**src/artmr_pkg.sv**
```systemverilog
// package of register map, field positions and types for the reload timer
package artmr_pkg;
    // register word indices; the byte address is four times the index
    localparam logic [7:0] ARTMR_IDX_MODE = 8'hE5;
    localparam logic [7:0] ARTMR_IDX_FLAG = 8'hE6;
    localparam logic [7:0] ARTMR_IDX_CFG = 8'hE7;
    localparam logic [7:0] ARTMR_IDX_RELOAD = 8'hE9;
    localparam logic [7:0] ARTMR_IDX_CMP = 8'hEA;
    localparam logic [7:0] ARTMR_IDX_LIVE = 8'hEB;
    localparam int ARTMR_ADDR_W = 10;
    // mode control fields
    localparam int MC_LOAD = 7;
    localparam int MC_EN = 6;
    localparam int MC_OE = 5;
    localparam int MC_EIE = 4;
    localparam int MC_CIE = 3;
    localparam int MC_OIE = 2;
    localparam logic [7:0] MC_RESET = 8'h00;
    // flag fields
    localparam int FL_EDGE = 2;
    localparam int FL_MATCH = 1;
    localparam int FL_WRAP = 0;
    // config fields
    localparam int CF_PS_LO = 5;
    localparam int CF_RSVD = 4;
    localparam int CF_POL = 3;
    localparam int CF_EDGE_ON = 2;
    localparam logic [7:0] CF_RESET = 8'h00;
    localparam logic [7:0] CNT_MAX = 8'hFF;
    localparam logic [1:0] DIV3_LAST = 2'h2;

    typedef enum logic [1:0] {
        ARTMR_AUTO_RELOAD,
        ARTMR_CAPTURE,
        ARTMR_CAPTURE_RESET,
        ARTMR_EDGE_LOAD
    } artmr_mode_t;

    typedef enum logic [1:0] {
        ARTMR_CLK_INT,
        ARTMR_CLK_DIV3,
        ARTMR_CLK_PIN,
        ARTMR_CLK_RSVD
    } artmr_clk_t;

    // interrupt request group
    typedef struct packed {
        logic edge_req;
        logic match_req;
        logic wrap_req;
    } artmr_irq_t;
endpackage

```
**src/artmr_top.sv**
```systemverilog
// auto-reload timer with capture, compare, pwm and an apb register slave
//
// Local design decision: register access over APB.
`timescale 1ns/1ps
`default_nettype none
module artmr_top
    import artmr_pkg::*;
#(
    parameter int PS_W = 7
) (
    // clock and reset
    input wire logic clk_i,
    input wire logic rst_n_i,
    // apb slave
    input wire logic psel_i,
    input wire logic penable_i,
    input wire logic pwrite_i,
    input wire logic [ARTMR_ADDR_W-1:0] paddr_i,
    input wire logic [31:0] pwdata_i,
    input wire logic [3:0] pstrb_i,
    output logic [31:0] prdata_o,
    output logic pready_o,
    output logic pslverr_o,
    // pins
    input wire logic timer_input_pin_i,
    output logic timer_output_pin_o,
    output logic timer_output_pin_oe_n_o,
    // interrupt requests to the core
    output artmr_irq_t irq_o
);
    if (PS_W != 7) begin : g_bad_ps
        $error("prescaler width must be 7");
    end

    logic [7:0] mode_control_reg;
    logic [2:0] flag_status_reg;
    logic [7:0] clock_edge_reg;
    logic [7:0] reload_capture_value;
    logic [7:0] compare_value;
    logic [7:0] timer_counter;
    logic [PS_W-1:0] timer_prescaler;
    logic [1:0] div3_reg;
    logic pwm_reg;
    logic pin_sync_reg;
    logic pin_prev_reg;
    logic [31:0] rdata_reg;

    // apb decode; every access finishes in its first access cycle
    logic wr_en;
    logic rd_en;
    logic [7:0] word_idx;
    logic lane0_wr;
    assign wr_en = psel_i && penable_i && pwrite_i;
    assign rd_en = psel_i && penable_i && !pwrite_i;
    assign word_idx = paddr_i[ARTMR_ADDR_W-1:2];
    assign lane0_wr = wr_en && pstrb_i[0];
    logic hit;
    // decode on the word index; byte lanes above lane 0 are unused
    always_comb begin
        hit = 1'b0;
        unique case (word_idx)
            ARTMR_IDX_MODE, ARTMR_IDX_FLAG, ARTMR_IDX_CFG,
            ARTMR_IDX_RELOAD, ARTMR_IDX_CMP, ARTMR_IDX_LIVE: hit = 1'b1;
            default: hit = 1'b0;
        endcase
    end
    // unmapped words answer with an error; writes there do nothing
    assign pready_o = 1'b1;
    assign pslverr_o = psel_i && penable_i && !hit;
    assign prdata_o = rdata_reg;

    logic wr_mode;
    logic wr_flag;
    logic wr_cfg;
    logic wr_reload;
    logic wr_cmp;
    logic wr_live;
    // writes act only with byte lane 0 enabled
    assign wr_mode = lane0_wr && word_idx == ARTMR_IDX_MODE;
    assign wr_flag = lane0_wr && word_idx == ARTMR_IDX_FLAG;
    assign wr_cfg = lane0_wr && word_idx == ARTMR_IDX_CFG;
    assign wr_reload = lane0_wr && word_idx == ARTMR_IDX_RELOAD;
    assign wr_cmp = lane0_wr && word_idx == ARTMR_IDX_CMP;
    assign wr_live = lane0_wr && word_idx == ARTMR_IDX_LIVE;

    // pin synchroniser; the edge detector sits behind the second stage
    artmr_sync2 u_artmr_sync2 (
        .clk_i(clk_i),
        .async_i(timer_input_pin_i),
        .sync_o(pin_sync_reg)
    );
    // no reset on the edge history: the stages settle during reset
    always_ff @(posedge clk_i) begin
        pin_prev_reg <= pin_sync_reg;
    end

    artmr_mode_t op_mode;
    artmr_clk_t clk_sel;
    logic count_enable_bit;
    assign count_enable_bit = mode_control_reg[MC_EN];
    assign op_mode = artmr_mode_t'(mode_control_reg[1:0]);
    assign clk_sel = artmr_clk_t'(clock_edge_reg[1:0]);

    logic rise;
    logic fall;
    logic edge_evt;
    assign rise = pin_sync_reg && !pin_prev_reg;
    assign fall = !pin_sync_reg && pin_prev_reg;
    assign edge_evt = clock_edge_reg[CF_EDGE_ON]
        && (clock_edge_reg[CF_POL] ? fall : rise);

    // clock source select; reserved code gives no ticks
    logic src_tick;
    // a pin clock must stay under half of clk_i to be seen
    always_comb begin
        unique case (clk_sel)
            ARTMR_CLK_INT: src_tick = 1'b1;
            ARTMR_CLK_DIV3: src_tick = div3_reg == DIV3_LAST;
            ARTMR_CLK_PIN: src_tick = rise;
            ARTMR_CLK_RSVD: src_tick = 1'b0;
        endcase
    end

    // divide-by-3 runs free, so its phase against a load is open
    always_ff @(posedge clk_i) begin
        if (!rst_n_i) begin
            div3_reg <= 2'h0;
        end else if (div3_reg == DIV3_LAST) begin
            div3_reg <= 2'h0;
        end else begin
            div3_reg <= div3_reg + 2'h1;
        end
    end

    // ratio 2**code; tick when low bits of the next count are zero
    logic [PS_W-1:0] ps_inc;
    logic [PS_W-1:0] ps_mask;
    logic [2:0] ps_code;
    logic cnt_tick;
    assign ps_code = clock_edge_reg[CF_PS_LO+2:CF_PS_LO];
    assign ps_inc = timer_prescaler + {{(PS_W-1){1'b0}}, 1'b1};
    // codes above the prescaler width would need a wider prescaler
    assign ps_mask = PS_W'((8'h01 << ps_code) - 8'h01);
    // select only picks the tap, count untouched
    assign cnt_tick = count_enable_bit && src_tick
        && ((ps_inc & ps_mask) == '0);

    // counter events
    logic wrap_evt;
    logic match_evt;
    logic capture_evt;
    logic edge_load_evt;
    logic sw_load;
    assign wrap_evt = cnt_tick && timer_counter == CNT_MAX;
    // capture modes take counter on edge
    assign capture_evt = edge_evt && (op_mode == ARTMR_CAPTURE
        || op_mode == ARTMR_CAPTURE_RESET);
    assign edge_load_evt = edge_evt && op_mode == ARTMR_EDGE_LOAD;
    assign sw_load = wr_mode && pwdata_i[MC_LOAD];
    // capture with reset also restarts the count
    logic cap_clear;
    assign cap_clear = capture_evt && op_mode == ARTMR_CAPTURE_RESET;

    logic [PS_W-1:0] ps_next;
    always_comb begin
        ps_next = timer_prescaler;
        if (sw_load || wr_live || edge_load_evt || cap_clear) begin
            ps_next = '0;
        end else if (count_enable_bit && src_tick) begin
            ps_next = ps_inc;
        end
    end

    always_ff @(posedge clk_i) begin
        if (!rst_n_i) begin
            timer_prescaler <= '0;
        end else begin
            timer_prescaler <= ps_next;
        end
    end

    // counter next value; cnt_moves marks every cycle it may change
    logic [7:0] cnt_next;
    logic cnt_moves;
    always_comb begin
        cnt_next = timer_counter;
        cnt_moves = 1'b1;
        // live load write goes straight in
        if (wr_live) begin
            cnt_next = pwdata_i[7:0];
        end else if (sw_load || edge_load_evt) begin
            cnt_next = reload_capture_value;
        end else if (cap_clear) begin
            cnt_next = 8'h00;
        end else if (wrap_evt) begin
            cnt_next = reload_capture_value;
        end else if (cnt_tick) begin
            cnt_next = timer_counter + 8'h01;
        end else begin
            cnt_moves = 1'b0;
        end
    end

    always_ff @(posedge clk_i) begin
        if (!rst_n_i) begin
            timer_counter <= 8'h00;
        end else begin
            timer_counter <= cnt_next;
        end
    end

    // compare match on the value the counter lands on
    // a stopped counter re-sets the flag only when a load or capture clear lands on the compare value
    assign match_evt = cnt_moves && cnt_next == compare_value;

    // no reset on reload and compare data registers; the live counter resets to zero
    // a capture beats a software write to this register in one cycle
    always_ff @(posedge clk_i) begin
        if (capture_evt) begin
            reload_capture_value <= timer_counter;
        end else if (wr_reload) begin
            reload_capture_value <= pwdata_i[7:0];
        end
    end

    always_ff @(posedge clk_i) begin
        if (wr_cmp) begin
            compare_value <= pwdata_i[7:0];
        end
    end

    // mode control cleared at reset; load bit not stored
    always_ff @(posedge clk_i) begin
        if (!rst_n_i) begin
            mode_control_reg <= MC_RESET;
        end else if (wr_mode) begin
            mode_control_reg <= {1'b0, pwdata_i[6:0]};
        end
    end

    // reserved bit stored as written; software keeps it zero
    always_ff @(posedge clk_i) begin
        if (!rst_n_i) begin
            clock_edge_reg <= CF_RESET;
        end else if (wr_cfg) begin
            clock_edge_reg <= pwdata_i[7:0];
        end
    end

    // zero clears, one keeps; a new event wins over the clear
    logic [2:0] flag_set;
    assign flag_set = {edge_evt, match_evt, wrap_evt};
    // one flop per flag; the set branch comes first on purpose
    for (genvar i = 0; i < 3; i++) begin : g_flag
        always_ff @(posedge clk_i) begin
            if (!rst_n_i) begin
                flag_status_reg[i] <= 1'b0;
            end else if (flag_set[i]) begin
                flag_status_reg[i] <= 1'b1;
            end else if (wr_flag && !pwdata_i[i]) begin
                flag_status_reg[i] <= 1'b0;
            end
        end
    end

    // overflow sets, match clears, overflow wins a tie
    always_ff @(posedge clk_i) begin
        if (!rst_n_i) begin
            pwm_reg <= 1'b0;
        end else if (wrap_evt) begin
            pwm_reg <= 1'b1;
        end else if (match_evt) begin
            pwm_reg <= 1'b0;
        end
    end

    // pin released while output disabled
    // released pin is also held low, so it shows no stale level
    assign timer_output_pin_o = pwm_reg && mode_control_reg[MC_OE];
    assign timer_output_pin_oe_n_o = !mode_control_reg[MC_OE];

    // requests are levels; they fall as soon as the flag is cleared
    // edge request
    assign irq_o.edge_req = mode_control_reg[MC_EIE]
        && flag_status_reg[FL_EDGE];
    assign irq_o.match_req = mode_control_reg[MC_CIE]
        && flag_status_reg[FL_MATCH];
    assign irq_o.wrap_req = mode_control_reg[MC_OIE]
        && flag_status_reg[FL_WRAP];

    // read mux; the load bit is never stored
    logic [7:0] rd_byte;
    always_comb begin
        unique case (word_idx)
            ARTMR_IDX_MODE: rd_byte = {1'b0, mode_control_reg[6:0]};
            ARTMR_IDX_FLAG: rd_byte = {5'h00, flag_status_reg};
            ARTMR_IDX_CFG: rd_byte = clock_edge_reg;
            ARTMR_IDX_RELOAD: rd_byte = reload_capture_value;
            ARTMR_IDX_CMP: rd_byte = compare_value;
            ARTMR_IDX_LIVE: rd_byte = timer_counter;
            default: rd_byte = 8'h00;
        endcase
    end

    // read data registered in the setup cycle, ready in access phase
    always_ff @(posedge clk_i) begin
        if (!rst_n_i) begin
            rdata_reg <= 32'h0000_0000;
        end else if (psel_i && !penable_i && !pwrite_i) begin
            rdata_reg <= {24'h00_0000, rd_byte};
        end
    end

    logic unused_ok;
    assign unused_ok = &{1'b0, rd_en, pwdata_i[31:8], pstrb_i[3:1]};
endmodule // artmr_top

// two-flop synchroniser for a pin from outside the clock domain
module artmr_sync2 (
    // clock
    input wire logic clk_i,
    // pin in, synchronised level out
    input wire logic async_i,
    output logic sync_o
);

    logic meta_reg;
    logic sync_reg;
    // only the second stage leaves this module
    always_ff @(posedge clk_i) begin
        meta_reg <= async_i;
        sync_reg <= meta_reg;
    end
    assign sync_o = sync_reg;
endmodule // artmr_sync2
`default_nettype wire

```
**config.mk**
```make
export PLATFORM = sky130hd
export DESIGN_NAME = artmr_top
export DESIGN_NICKNAME = d
export VERILOG_FILES = /design/src/artmr_pkg.sv /design/src/artmr_top.sv
export SDC_FILE = /design/constraint.sdc
export NUM_CORES = 1
export LEC_CHECK = 0
export BUFFER_PORTS_ARGS = -buffer_cell sky130_fd_sc_hd__buf_2
export CAP_MARGIN = 5
export CORE_ASPECT_RATIO = 0.8
export CORE_UTILIZATION = 40
export CTS_CLUSTER_SIZE = 14
export DETAILED_ROUTE_END_ITERATION = 6
export PLACE_DENSITY = 0.74
export SYNTH_ARGS = -nofsm -noshare
export SYNTH_HDL_FRONTEND = slang
export SYNTH_SLANG_ARGS = --single-unit
export TNS_END_PERCENT = 50
```
**constraint.sdc**
```tcl
create_clock -name clk_i -period 3.5 [get_ports clk_i]
set_input_delay 0.175 -clock clk_i [delete_from_list [all_inputs] [get_ports clk_i]]
set_output_delay 0.175 -clock clk_i [all_outputs]
set_load 0.05 [all_outputs]
```
# Yosys cells after proc, flatten, opt, wreduce, memory -nomap -nowiden
# Index checks and enable logic that the tools add are counted.
# classes
addsub	4
eq_ne	15
shifts	1
mux	24
bitwise_logic	2
n_reduce_logical	54
# op_table
operator	n
$eq A8 B8 Y1 const B	7
$mux W8	7
$pmux W8 S6	1
$logic_and A1 B1 Y1	30
$mux W1	15
$eq A2 B2 Y1 const B	5
$reduce_bool A2 Y1	5
$logic_not A1 Y1	9
$add A8 B1 Y8 const B	1
$eq A8 B8 Y1	1
$add A7 B1 Y7 const B	1
$and A7 B7 Y7	1
$logic_not A7 Y1	1
$shl A1 B3 Y7 const A	1
$sub A7 B1 Y7 const B	1
$reduce_or A6 Y1	1
$logic_or A1 B1 Y1	5
$eq A2 B1 Y1 const B	2
$pmux W1 S4	1
$reduce_or A2 Y1	2
$add A2 B1 Y2 const B	1
$logic_not A2 Y1	1
$not A1 Y1	1
# totals
reg_bits	63

# Depth between registers and ports, before layout
# Gate-level depths: netlist of run 1.
# logic_depth
word_depth	14
depth_mapped	14
ltp_nobuf	12

# Cells and area by module
# From an unflattened synthesis of run 1, not the netlist that was laid out.
# unflattened
cells_unflattened	464
hier_area_um2	4047.6
# by_module_without_submodules
module	instances	cells_per_inst	area_each_um2	seq_area_each_um2
artmr_top	1	462	4007.6	1381.3
artmr_sync2	1	2	40.0	40.0

# Worst setup path after synthesis of run 1
# Ideal clock, no wire load.
# synth_timing
path_type	flip-flop to flip-flop
from	reg clock_edge_reg[7]
to	reg pwm_reg
setup_time_ns	0.122
arrival_time_ns	3.129
slack_ns	0.249
path_stages_with_launch	15
n_path_buf	2
synth_period_minus_slack_ns	3.251
path_cell_list	dfxtp_1 buf_2 nor3_1 inv_1 ha_1 or4b_4 nand4_1 nand2_2 and4_1 buf_6 a31o_1 a221o_1 xnor2_1 nand4_1 o311a_1
# synth_via
elab_chain_len	13
elab_cells_between_ends	20
cone_classes	add/sub (1); eq/ne (1); shift (1); mux (11); bitwise (1); reduce/logical (5)
# synth_rtl
element	line_no	text
start, declared	artmr_top.sv:37	logic [7:0] clock_edge_reg;
start signal, assigned	artmr_top.sv:246	clock_edge_reg <= pwdata_i[7:0];
$shl A1 B3 Y7 (*)	artmr_top.sv:143	assign ps_mask = PS_W'((8'h01 << ps_code) - 8'h01);
$sub A7 B1 Y7 (*)	artmr_top.sv:143	
$and A7 B7 Y7 (*)	artmr_top.sv:146	&& ((ps_inc & ps_mask) == '0);
$logic_not A7 Y1 (*)	artmr_top.sv:146	
$logic_and A1 B1 Y1 (*)	artmr_top.sv:146	
$mux W8 / $logic_and A1 B1 Y1 (equally long branches)	artmr_top.sv:197, artmr_top.sv:154	
$mux W8	artmr_top.sv:195	end else if (wrap_evt) begin
$mux W8	artmr_top.sv:193	end else if (cap_clear) begin
$mux W8	artmr_top.sv:191	end else if (sw_load || edge_load_evt) begin
$mux W8	artmr_top.sv:189	if (wr_live) begin
$eq A8 B8 Y1	artmr_top.sv:214	assign match_evt = cnt_moves && cnt_next == compare_value;
$logic_and A1 B1 Y1	artmr_top.sv:214	
$reduce_bool A2 Y1 (no line)	n/a	
end signal, assigned	artmr_top.sv:269	pwm_reg <= 1'b0;
end signal, assigned	artmr_top.sv:271	pwm_reg <= 1'b1;
end signal, assigned	artmr_top.sv:273	pwm_reg <= 1'b0;
end, declared	artmr_top.sv:43	logic pwm_reg;
# Mark *: on every way between the ends. The rest lies on a longest branch, timed or not.
# A chain may end at the register's enable or synchronous reset.

# Worst setup path after layout of run 1
# Ends and elaborated chain as after synthesis.

==> results of run 1 <==
==> timing repair <==
action,in CTS,in global routing
setup buffers,0,1
hold buffers,1,0
endpoints found under the setup margin,0,2
endpoints found under the hold margin,1,0
gates resized for setup,0,8
==> logic make-up (layout without fill, tap and decap cells) <==
logic type | Yosys count | count (layout) | synth area share
flip-flops | 63 | 63 | 0.351
XOR/XNOR | 14 | 14 | 0.0303
buffers and inverters | 52 | 74 | 0.0760
AO/OA/AOI/OAI | 104 | 104 | 0.186
adder cells (fa/ha/maj) | 6 | 6 | 0.0185
multiplexers | 28 | 28 | 0.0730
AND/OR/NAND/NOR | 195 | 195 | 0.263
other | 2 | 25 | 0.00186
==> worst max-delay path by stage <==
stage | depth (start not counted) | startpoint | slack [ns] | endpoint
global placement | 12 | clock_edge_reg[7]$_SDFFE_PN0P_ | 0.14 | pwm_reg$_SDFFE_PN0P_
floorplan | 14 | clock_edge_reg[7]$_SDFFE_PN0P_ | 0.25 | pwm_reg$_SDFFE_PN0P_
finish | 12 | clock_edge_reg[7]$_SDFFE_PN0P_ | 0.1 | pwm_reg$_SDFFE_PN0P_
global route | 12 | clock_edge_reg[7]$_SDFFE_PN0P_ | -0.02 | pwm_reg$_SDFFE_PN0P_
detailed placement | 12 | clock_edge_reg[7]$_SDFFE_PN0P_ | 0.03 | pwm_reg$_SDFFE_PN0P_
CTS | 12 | clock_edge_reg[7]$_SDFFE_PN0P_ | 0.01 | pwm_reg$_SDFFE_PN0P_
==> power by group <==
part | internal (mW) | total, mW | leakage [nW] | switching [mW]
Clock | 0.634 | 0.957 | 0.154 | 0.324
Sequential | 0.754 | 0.759 | 0.524 | 0.00426
Combinational | 0.0310 | 0.149 | 1.15 | 0.118
==> worst register-to-register path: stages (launching register included) <==
cell     delay (ns)
dfxtp_1        0.36
buf_4          0.20
nor2_1         0.06
nand2_1        0.07
ha_1           0.25
or3b_2         0.51
a22o_1         0.31
and4_4         0.25
a31o_1         0.23
a221o_1        0.32
xnor2_1        0.15
nand4_1        0.20
o311a_1        0.37
==> metal layers <==
| layer | routed length [um] | up-vias | GRT usage |
|---|---|---|---|
| met5 | 0 | - | 0 |
| met1 | 5410 | 1818 | 0.325 |
| met4 | 195 | 0 | 0.0660 |
| met2 | 5150 | 210 | 0.348 |
| li1 | - | 1765 | - |
| met3 | 1010 | 28 | 0.0529 |
==> stage by stage <==
| stage | worst slack (ns) | instance area [um2] | power, mW | hold WS (ns) |
|---|---|---|---|---|
| floorplan | 0.249 | 4130 | 0.904 | 0.203 |
| global placement | 0.144 | 4300 | 0.917 | 0.281 |
| detailed placement | 0.0323 | 4300 | 0.919 | 0.285 |
| CTS | 0.0116 | 4630 | 1.87 | 0.129 |
| global route | -0.0160 | 4680 | 1.91 | 0.137 |
| finish | 0.0966 | 4680 | 1.86 | 0.127 |
==> layout make-up <==
class                      count  area (um2)
clock buffer                  14         285
inverter                       8        30.0
multi-input combinational    372        2450
tap                          136         170
clock inverter                 2        37.5
sequential                    63        1420
fill                         917        5040
timing repair buffer          50         288
==> placed cells by master, fill, tap and decap left out, types with 5 or more instances in the layout <==
cell type	instances
nor2_1	57
dfxtp_1	47
buf_2	36
nand2_1	33
conb_1	25
a21oi_1	23
nand3_1	20
mux2i_1	16
edfxtp_1	16
o21ai_0	15
buf_4	13
mux2_2	12
and2_1	10
nand4_1	10
and3_1	10
clkbuf_16	10
a22oi_1	9
inv_1	8
nor3_1	7
xnor2_1	7
xor2_1	7
nand2b_1	6
ha_1	6
a211oi_1	5
==> metrics.txt, run 1 <==
Syn-to-layout area delta 15.7%; 1st-iter DRT viols 405; DRC errors left 0; PortBufs 36; CP bufs+invs 1; vias per cell 5.92; post-synth top area share 0.232; chip width 114 um; final net count 562; worst min-delay path class in2reg; antenna cells 0; Clock transition at path regs 0.06 ns; FF-to-FF setup slack 0.1 ns; async set-reset flop share out of synthesis 0; placed instance count 627; Layout Utilization 0.481; die area 10,500 um2; Reg2Reg Launch Point clock_edge_reg[7]$_SDFFE_PN0P_; Hold Path Cell Cnt 1; CP Cell Sequence buf_4 > nor2_1 > nand2_1 > ha_1 > or3b_2 > a22o_1 > and4_4 > a31o_1 > a221o_1 > xnor2_1 > nand4_1 > o311a_1; Worst R2R Path Depth 12; pin slew with the least headroom to its limit 1.12 ns; Wirelength per Cell 18.2 um; final hold violation count 0; Pins Over Slew Limit 0; HP Start pwdata_i[5]; Clock Latency Late Sink 0.33 ns; Ports 91; RD Place Congestion 0.928; Final period util 0.972; CP max stage delay 0.51 ns; global-route wire length before repair 18,500 um; H-tree depth 3; Synth Instances 464; register area share after synthesis 0.351; Fin Clk Skew 0.00704 ns; register bit total from synthesis 63; main flop type after synthesis dfxtp_1; vias in the first global route 3,549; final WL 11,800 um; ANT nets after route 0; crit path time final 3.40 ns; cell taking the most area after synthesis dfxtp_1; Max IR drop VDD 0.366 mV; Detailed Place HPWL 8520 um; std cell rows 32; Clock Sinks 63; Layout Cells excl Fill 645; Max-Cap Viols 0; Bufs on Longest Clock Path 2; worst rel slew slack 0.250; EDFF count, synth 16; Crit Path Class reg2reg; drt pass-1 iters 5; PwrDens 398 nW/um2; global route total overflow 0; initial antenna violation count 0; Area contributors post-synth dfxtp_1, edfxtp_1, nor2_1; layout cells sized above 1 0.179; DIE HEIGHT 92.0 um; clock root cell clkbuf_16; WP data arrival 3.62 ns; pin count of the biggest net entering global routing 33; CP required 3.72 ns; CTS tree yes; most numerous cell in the Yosys netlist nor2_1; All-Layer GR Usage 0.230; Mapped Area 4050 um2; via count 3,821; delay-heaviest family, CP compound AO/OA/AOI/OAI gates; top cells by count, synth nor2_1, dfxtp_1, nand2_1; reg2reg end pwm_reg$_SDFFE_PN0P_; Max Freq 294 MHz; Starting Density 0.416; TritonCTS Buffers 9; total negative setup slack 0 ns; syn avg cell area 8.72 um2; outcome complete, no violations; synth warn 0; Setup-failing EPs final 0; static leakage 1.83 nW; WHS Endpoint compare_value[5]$_DFFE_PP_; startpoint class of the critical path register; core box area 9730 um2; Worst Path Max Fanout 11; post-synth cell types 74; Critical Path Sink Type register; worst-path cell with the longest stage delay or3b_2
(Power assumes the default switching activity.)
==> inputs of run 2 (changes only) <==
PLACE_DENSITY = 0.76   (was 0.74)
clock period = 2.95 ns   (was 3.5 ns; I/O delays follow)
==> run 2 against run 1 <==
  * The run now ends with setup timing left
  * Wire length up 5.1%
  * Sequential share of layout area down 1.8 points
  * Maximum frequency up 12%
  * Sequential power up 18%
  * Critical path depth unchanged
  * Global-route usage up 0.84 points
  * Register-to-register slack worse by 0.20 ns
  * Non-clock buffer count up 27
  * Core utilization up 3.1 points
  * Critical path type unchanged
  * Critical endpoint unchanged
  * Largest cell class unchanged
  * Highest routed layer unchanged
==> metrics.txt, run 2 (synthesis gave the netlist of run 1 again) <==
Syn-to-layout area delta 23.3%; pre-CTS setup slack -0.178 ns (-0.210 ns); placed instance count 651 (+3.8%); WP data arrival 3.27 ns (-0.35 ns); RD Place Congestion 0.913 (-1.6%); Worst R2R Path Depth 12 (unchanged); CP bufs+invs 1 (unchanged); initial antenna violation count 0 (unchanged); Final Cell Area 4990 um2 (+6.5%); ANT nets after route 0 (unchanged); TritonCTS Buffers 9 (unchanged); PortBufs 36 (unchanged); core box area 9730 um2 (unchanged); Max Freq 328 MHz (+12%); final net count 590 (+5.0%); CP Cell Sequence nor3_4 > inv_2 > ha_4 > or4b_4 > nand4_1 > nand2_2 > and4_4 > a31o_1 > a221o_1 > xnor2_1 > nand4_1 > o311a_1; chip width 114 um (unchanged); via count 4,010 (+4.9%); Starting Density 0.416 (unchanged); Pins Over Slew Limit 0 (unchanged); outcome finished with violations; dpl cell area 4520 um2 (+5.1%); Crit Path Class reg2reg; Worst Path Max Fanout 4 (-7); worst-path cell with the longest stage delay or4b_4; Bufs on Longest Clock Path 2 (unchanged); failing checks setup timing; startpoint class of the critical path register; Critical Path Most Common Cell nand4_1; PwrDens 461 nW/um2 (+16%); Clock transition at path regs 0.06 ns (about the same); CP max stage delay 0.50 ns (about the same); Fin Clk Skew 0.00689 ns (-0.000143 ns); final hold violation count 0 (unchanged); clock root cell clkbuf_16; Tot Pwr 2.30 mW (+23%); vias in the first global route 3,684 (+3.8%); static leakage 2.01 nW (+9.8%); layout cells sized above 1 0.253 (+0.0745); worst rel slew slack 0.490 (+0.240); Clock Latency Late Sink 0.33 ns (about the same); total negative setup slack -0.148 ns (-0.148 ns); antenna cells 0 (unchanged); crit path launch clock_edge_reg[5]$_SDFFE_PN0P_; Layout Utilization 0.513 (+0.0314); final WL 12,400 um (+5.1%); reg2reg end pwm_reg$_SDFFE_PN0P_; Wirelength per Cell 18.4 um (+0.75%); All-Layer GR Usage 0.239 (+0.00843); FF-to-FF setup slack -0.10 ns (-0.20 ns); CTS tree yes; Clock Sinks 63 (unchanged); commonest non-fill, non-tap cell in the layout nor2_1; CP required 3.17 ns (-0.55 ns); pin count of the biggest net entering global routing 25 (-24%); delay-heaviest family, CP simple AND/OR/NAND/NOR gates; crit path time final 3.05 ns (-0.352 ns); Max-Cap Viols 0 (unchanged); DRC errors left 0 (unchanged); Reg2Reg Launch Point clock_edge_reg[5]$_SDFFE_PN0P_; Max IR drop VDD 0.401 mV (+9.6%); global-route wire length before repair 19,200 um (+3.7%); Ports 91 (unchanged); CP endpoint pwm_reg$_SDFFE_PN0P_; Final period util 1.03 (+0.0620); worst min-delay path class in2reg; die area 10,500 um2 (unchanged); 1st-iter DRT viols 501 (+24%); global route total overflow 0 (unchanged); RSZ-0062 raised after global routing yes; Fin Hold WS 0.103 ns (-0.0240 ns); pin slew with the least headroom to its limit 0.762 ns (-0.362 ns); Stages on worst setup path 12 (unchanged); drt pass-1 iters 5 (unchanged); Layout Cells excl Fill 673 (+4.3%); Detailed Place HPWL 8940 um (+5.0%); H-tree depth 3 (unchanged); DIE HEIGHT 92.0 um (unchanged); commonest non-fill, non-tap cells in the layout nor2_1, dfxtp_1, buf_4; vias per cell 5.96 (+0.58%); fill count 887 (-3.3%); Setup-failing EPs final 2 (+2); setup ws final -0.101 ns (-0.198 ns); std cell rows 32 (unchanged); Critical Path Sink Type register
[run 2: layout make-up]
cell class | count | area, um2 | share of cell area
Multi-Input combinational cell | 373 | 2520 | 0.505
Sequential cell | 63 | 1430 | 0.286
Timing Repair Buffer | 77 | 494 | 0.0990
Clock buffer | 11 | 264 | 0.0529
Tap cell | 136 | 170 | 0.0341
Clock inverter | 5 | 86.3 | 0.0173
Inverter | 8 | 30.0 | 0.00602
[run 2: power breakdown]
part / internal, mW / switching, mW
combinational: 0.0386 / 0.140
sequential: 0.895 / 0.00484
clock: 0.819 / 0.401
total: 1.75 / 0.546
[run 2: metal layers]
metal | part of all wire | wire length (um) | global-route usage | up-vias
li1 | - | - | - | 1828
met1 | 0.41 | 5110 | 0.318 | 1886
met2 | 0.46 | 5640 | 0.365 | 262
met3 | 0.10 | 1250 | 0.0654 | 34
met4 | 0.030 | 365 | 0.0952 | 0
met5 | 0 | 0 | 0 | -
[run 2: worst min path at each step]
stage / depth (start not counted) / slack, ns / end / start
floorplan: 0 / 0.18 / u_artmr_sync2.meta_reg$_DFF_P_ / timer_input_pin_i
global placement: 1 / 0.25 / u_artmr_sync2.meta_reg$_DFF_P_ / timer_input_pin_i
detailed placement: 1 / 0.25 / u_artmr_sync2.meta_reg$_DFF_P_ / timer_input_pin_i
CTS: 1 / 0.08 / compare_value[5]$_DFFE_PP_ / pwdata_i[5]
global route: 1 / 0.09 / compare_value[5]$_DFFE_PP_ / pwdata_i[5]
finish: 1 / 0.10 / compare_value[5]$_DFFE_PP_ / pwdata_i[5]
[run 2: what timing repair did]
item                                    CTS  global route
endpoints found under the hold margin     1             0
buffers inserted                          2             2
cloned                                    0             1
pin swaps                                 5            10
resized for setup                         7            11
hold buffers                              1             0
endpoints found under the setup margin    2             2
==> inputs of run 3 (changes only) <==
MAX_ROUTING_LAYER = met4   (was default)
==> run 3 against run 2 <==
  * The run still ends with setup timing left
  * Clock power down 6%
  * Register-to-register slack worse by 0.04 ns
  * Largest power group unchanged
  * Maximum frequency down 1.3%
  * Clock-buffer cell count down 1
  * Cell count up 0.45%
  * Highest routed layer unchanged
  * Wire length up 0.19%
  * Non-clock buffer count up 4
  * Die area unchanged
==> metrics.txt, run 3 (synthesis gave the netlist of run 1 again) <==
static leakage 2.01 nW (-0.11%); H-tree depth 3 (unchanged); crit path time final 3.09 ns (+0.0409 ns); Wirelength per Cell 18.3 um (-0.26%); worst-path cell with the longest stage delay dfxtp_2; std cell rows 32 (unchanged); Starting Density 0.416 (unchanged); layout cells sized above 1 0.246 (-0.00696); CP Cell Sequence nor3_4 > inv_2 > ha_4 > buf_4 > xor2_1 > a221oi_2 > buf_4 > nand4_4 > o21a_1 > a221o_1 > xnor2_1 > nand4_1 > o311a_1; die area 10,500 um2 (unchanged); CP required 3.18 ns (about the same); Ports 91 (unchanged); Critical Path Sink Type register; Bufs on Longest Clock Path 2 (unchanged); outcome finished with violations; DIE HEIGHT 92.0 um (unchanged); initial antenna violation count 0 (unchanged); commonest non-fill, non-tap cells in the layout nor2_1, dfxtp_1, buf_4; global route total overflow 0 (unchanged); CP bufs+invs 3 (+2); vias in the first global route 3,768 (+2.3%); DRC errors left 0 (unchanged); Clock Latency Late Sink 0.35 ns (+0.02 ns); antenna cells 0 (unchanged); worst rel slew slack 0.251 (-0.239); multi-input logic area 2480 um2 (-1.5%); Layout Cells excl Fill 676 (+0.45%); delay-heaviest family, CP compound AO/OA/AOI/OAI gates; pin slew with the least headroom to its limit 1.12 ns (+0.361 ns); 1st-iter DRT viols 356 (-29%); core box area 9730 um2 (unchanged); setup ws final -0.142 ns (-0.0409 ns); drt pass-1 iters 6 (+1); vias per cell 5.95 (-0.12%); PwrDens 449 nW/um2 (-2.6%); total negative setup slack -0.265 ns (-0.117 ns); fill count 900 (+1.5%); worst min-delay path class in2reg; pre-CTS setup slack -0.241 ns (-0.0637 ns); FF/Latch Area 1430 um2 (unchanged); final hold violation count 0 (unchanged); Fin Clk Skew 0.0122 ns (+0.00535 ns); global-route wire length before repair 19,500 um (+1.6%); WP data arrival 3.32 ns (+0.05 ns); CP max stage delay 0.34 ns (-0.16 ns); chip width 114 um (unchanged); pin count of the biggest net entering global routing 33 (+32%); startpoint class of the critical path register; ANT nets after route 0 (unchanged); Pins Over Slew Limit 0 (unchanged); via count 4,023 (+0.32%); Max-Cap Viols 0 (unchanged); final net count 593 (+0.51%); Clock transition at path regs 0.06 ns (about the same); Max IR drop VDD 0.424 mV (+5.9%); PortBufs 36 (unchanged); Tot Pwr 2.22 mW (-3.2%); commonest non-fill, non-tap cell in the layout nor2_1; RSZ-0062 raised after global routing yes; All-Layer GR Usage 0.249 (+0.0103); TritonCTS Buffers 9 (unchanged); Crit Path Class reg2reg; CTS tree yes; Detailed Place HPWL 8830 um (-1.2%); clock root cell clkbuf_16; Setup-failing EPs final 2 (unchanged); Syn-to-layout area delta 22.4%; RD Place Congestion 0.929 (+1.7%); Worst Path Max Fanout 8 (+4); Final period util 1.05 (+0.0139); Clock Sinks 63 (unchanged); Critical Path Most Common Cell buf_4; Max Freq 323 MHz (-1.3%); final WL 12,400 um (+0.19%); placed instance count 652 (+0.15%); failing checks setup timing
[run 3: area by class of cell]
| type | count | area share |
|---|---|---|
| Clock inverter | 6 | 0.0149 |
| Timing Repair Buffer | 81 | 0.106 |
| Tap cell | 136 | 0.0343 |
| Sequential cell | 63 | 0.288 |
| Clock buffer | 10 | 0.0505 |
| Inverter | 8 | 0.00606 |
| Multi-Input combinational cell | 372 | 0.501 |
[run 3: where the power goes]
| group | switching, mW | total [mW] | leakage, nW | internal [mW] |
|---|---|---|---|---|
| registers | 0.00521 | 0.900 | 0.526 | 0.894 |
| clock network | 0.432 | 1.15 | 0.159 | 0.715 |
| logic | 0.140 | 0.178 | 1.33 | 0.0380 |
[run 3: repair_timing]
action,in CTS,in global routing
pin swaps,5,10
hold buffers,1,0
buffers inserted,4,3
setup endpoints to repair,2,2
hold endpoints to repair,1,0
gates resized for setup,6,7
[run 3: per-layer routing]
metal | global-route usage | part of all wire | vias to the layer above
met2 | 0.372 | 0.45 | 225
met5 | - | 0 | -
met3 | 0.0575 | 0.097 | 25
li1 | - | - | 1838
met1 | 0.330 | 0.44 | 1935
met4 | 0.0866 | 0.019 | 0
[run 3: final timing paths]
kind                                       start                      endpoint  slack [ns]  depth (start not counted)
setup / recovery  clock_edge_reg[5]$_SDFFE_PN0P_          pwm_reg$_SDFFE_PN0P_       -0.14                         13
hold / removal                       pwdata_i[5]    compare_value[5]$_DFFE_PP_        0.09                          1
setup reg to reg  clock_edge_reg[5]$_SDFFE_PN0P_          pwm_reg$_SDFFE_PN0P_       -0.14                         13
hold reg to reg   u_artmr_sync2.meta_reg$_DFF_P_  u_artmr_sync2.sync_o$_DFF_P_        0.33                          0
[run 3: stage by stage]
step                       util  cell area [um2]  hold slack, ns
final                     0.509             4960          0.0877
after global routing      0.509             4960          0.0988
after detailed placement  0.465             4520           0.253
after global placement    0.465             4520           0.254
after floorplan               -             4180           0.175
after CTS                 0.505             4910          0.0794
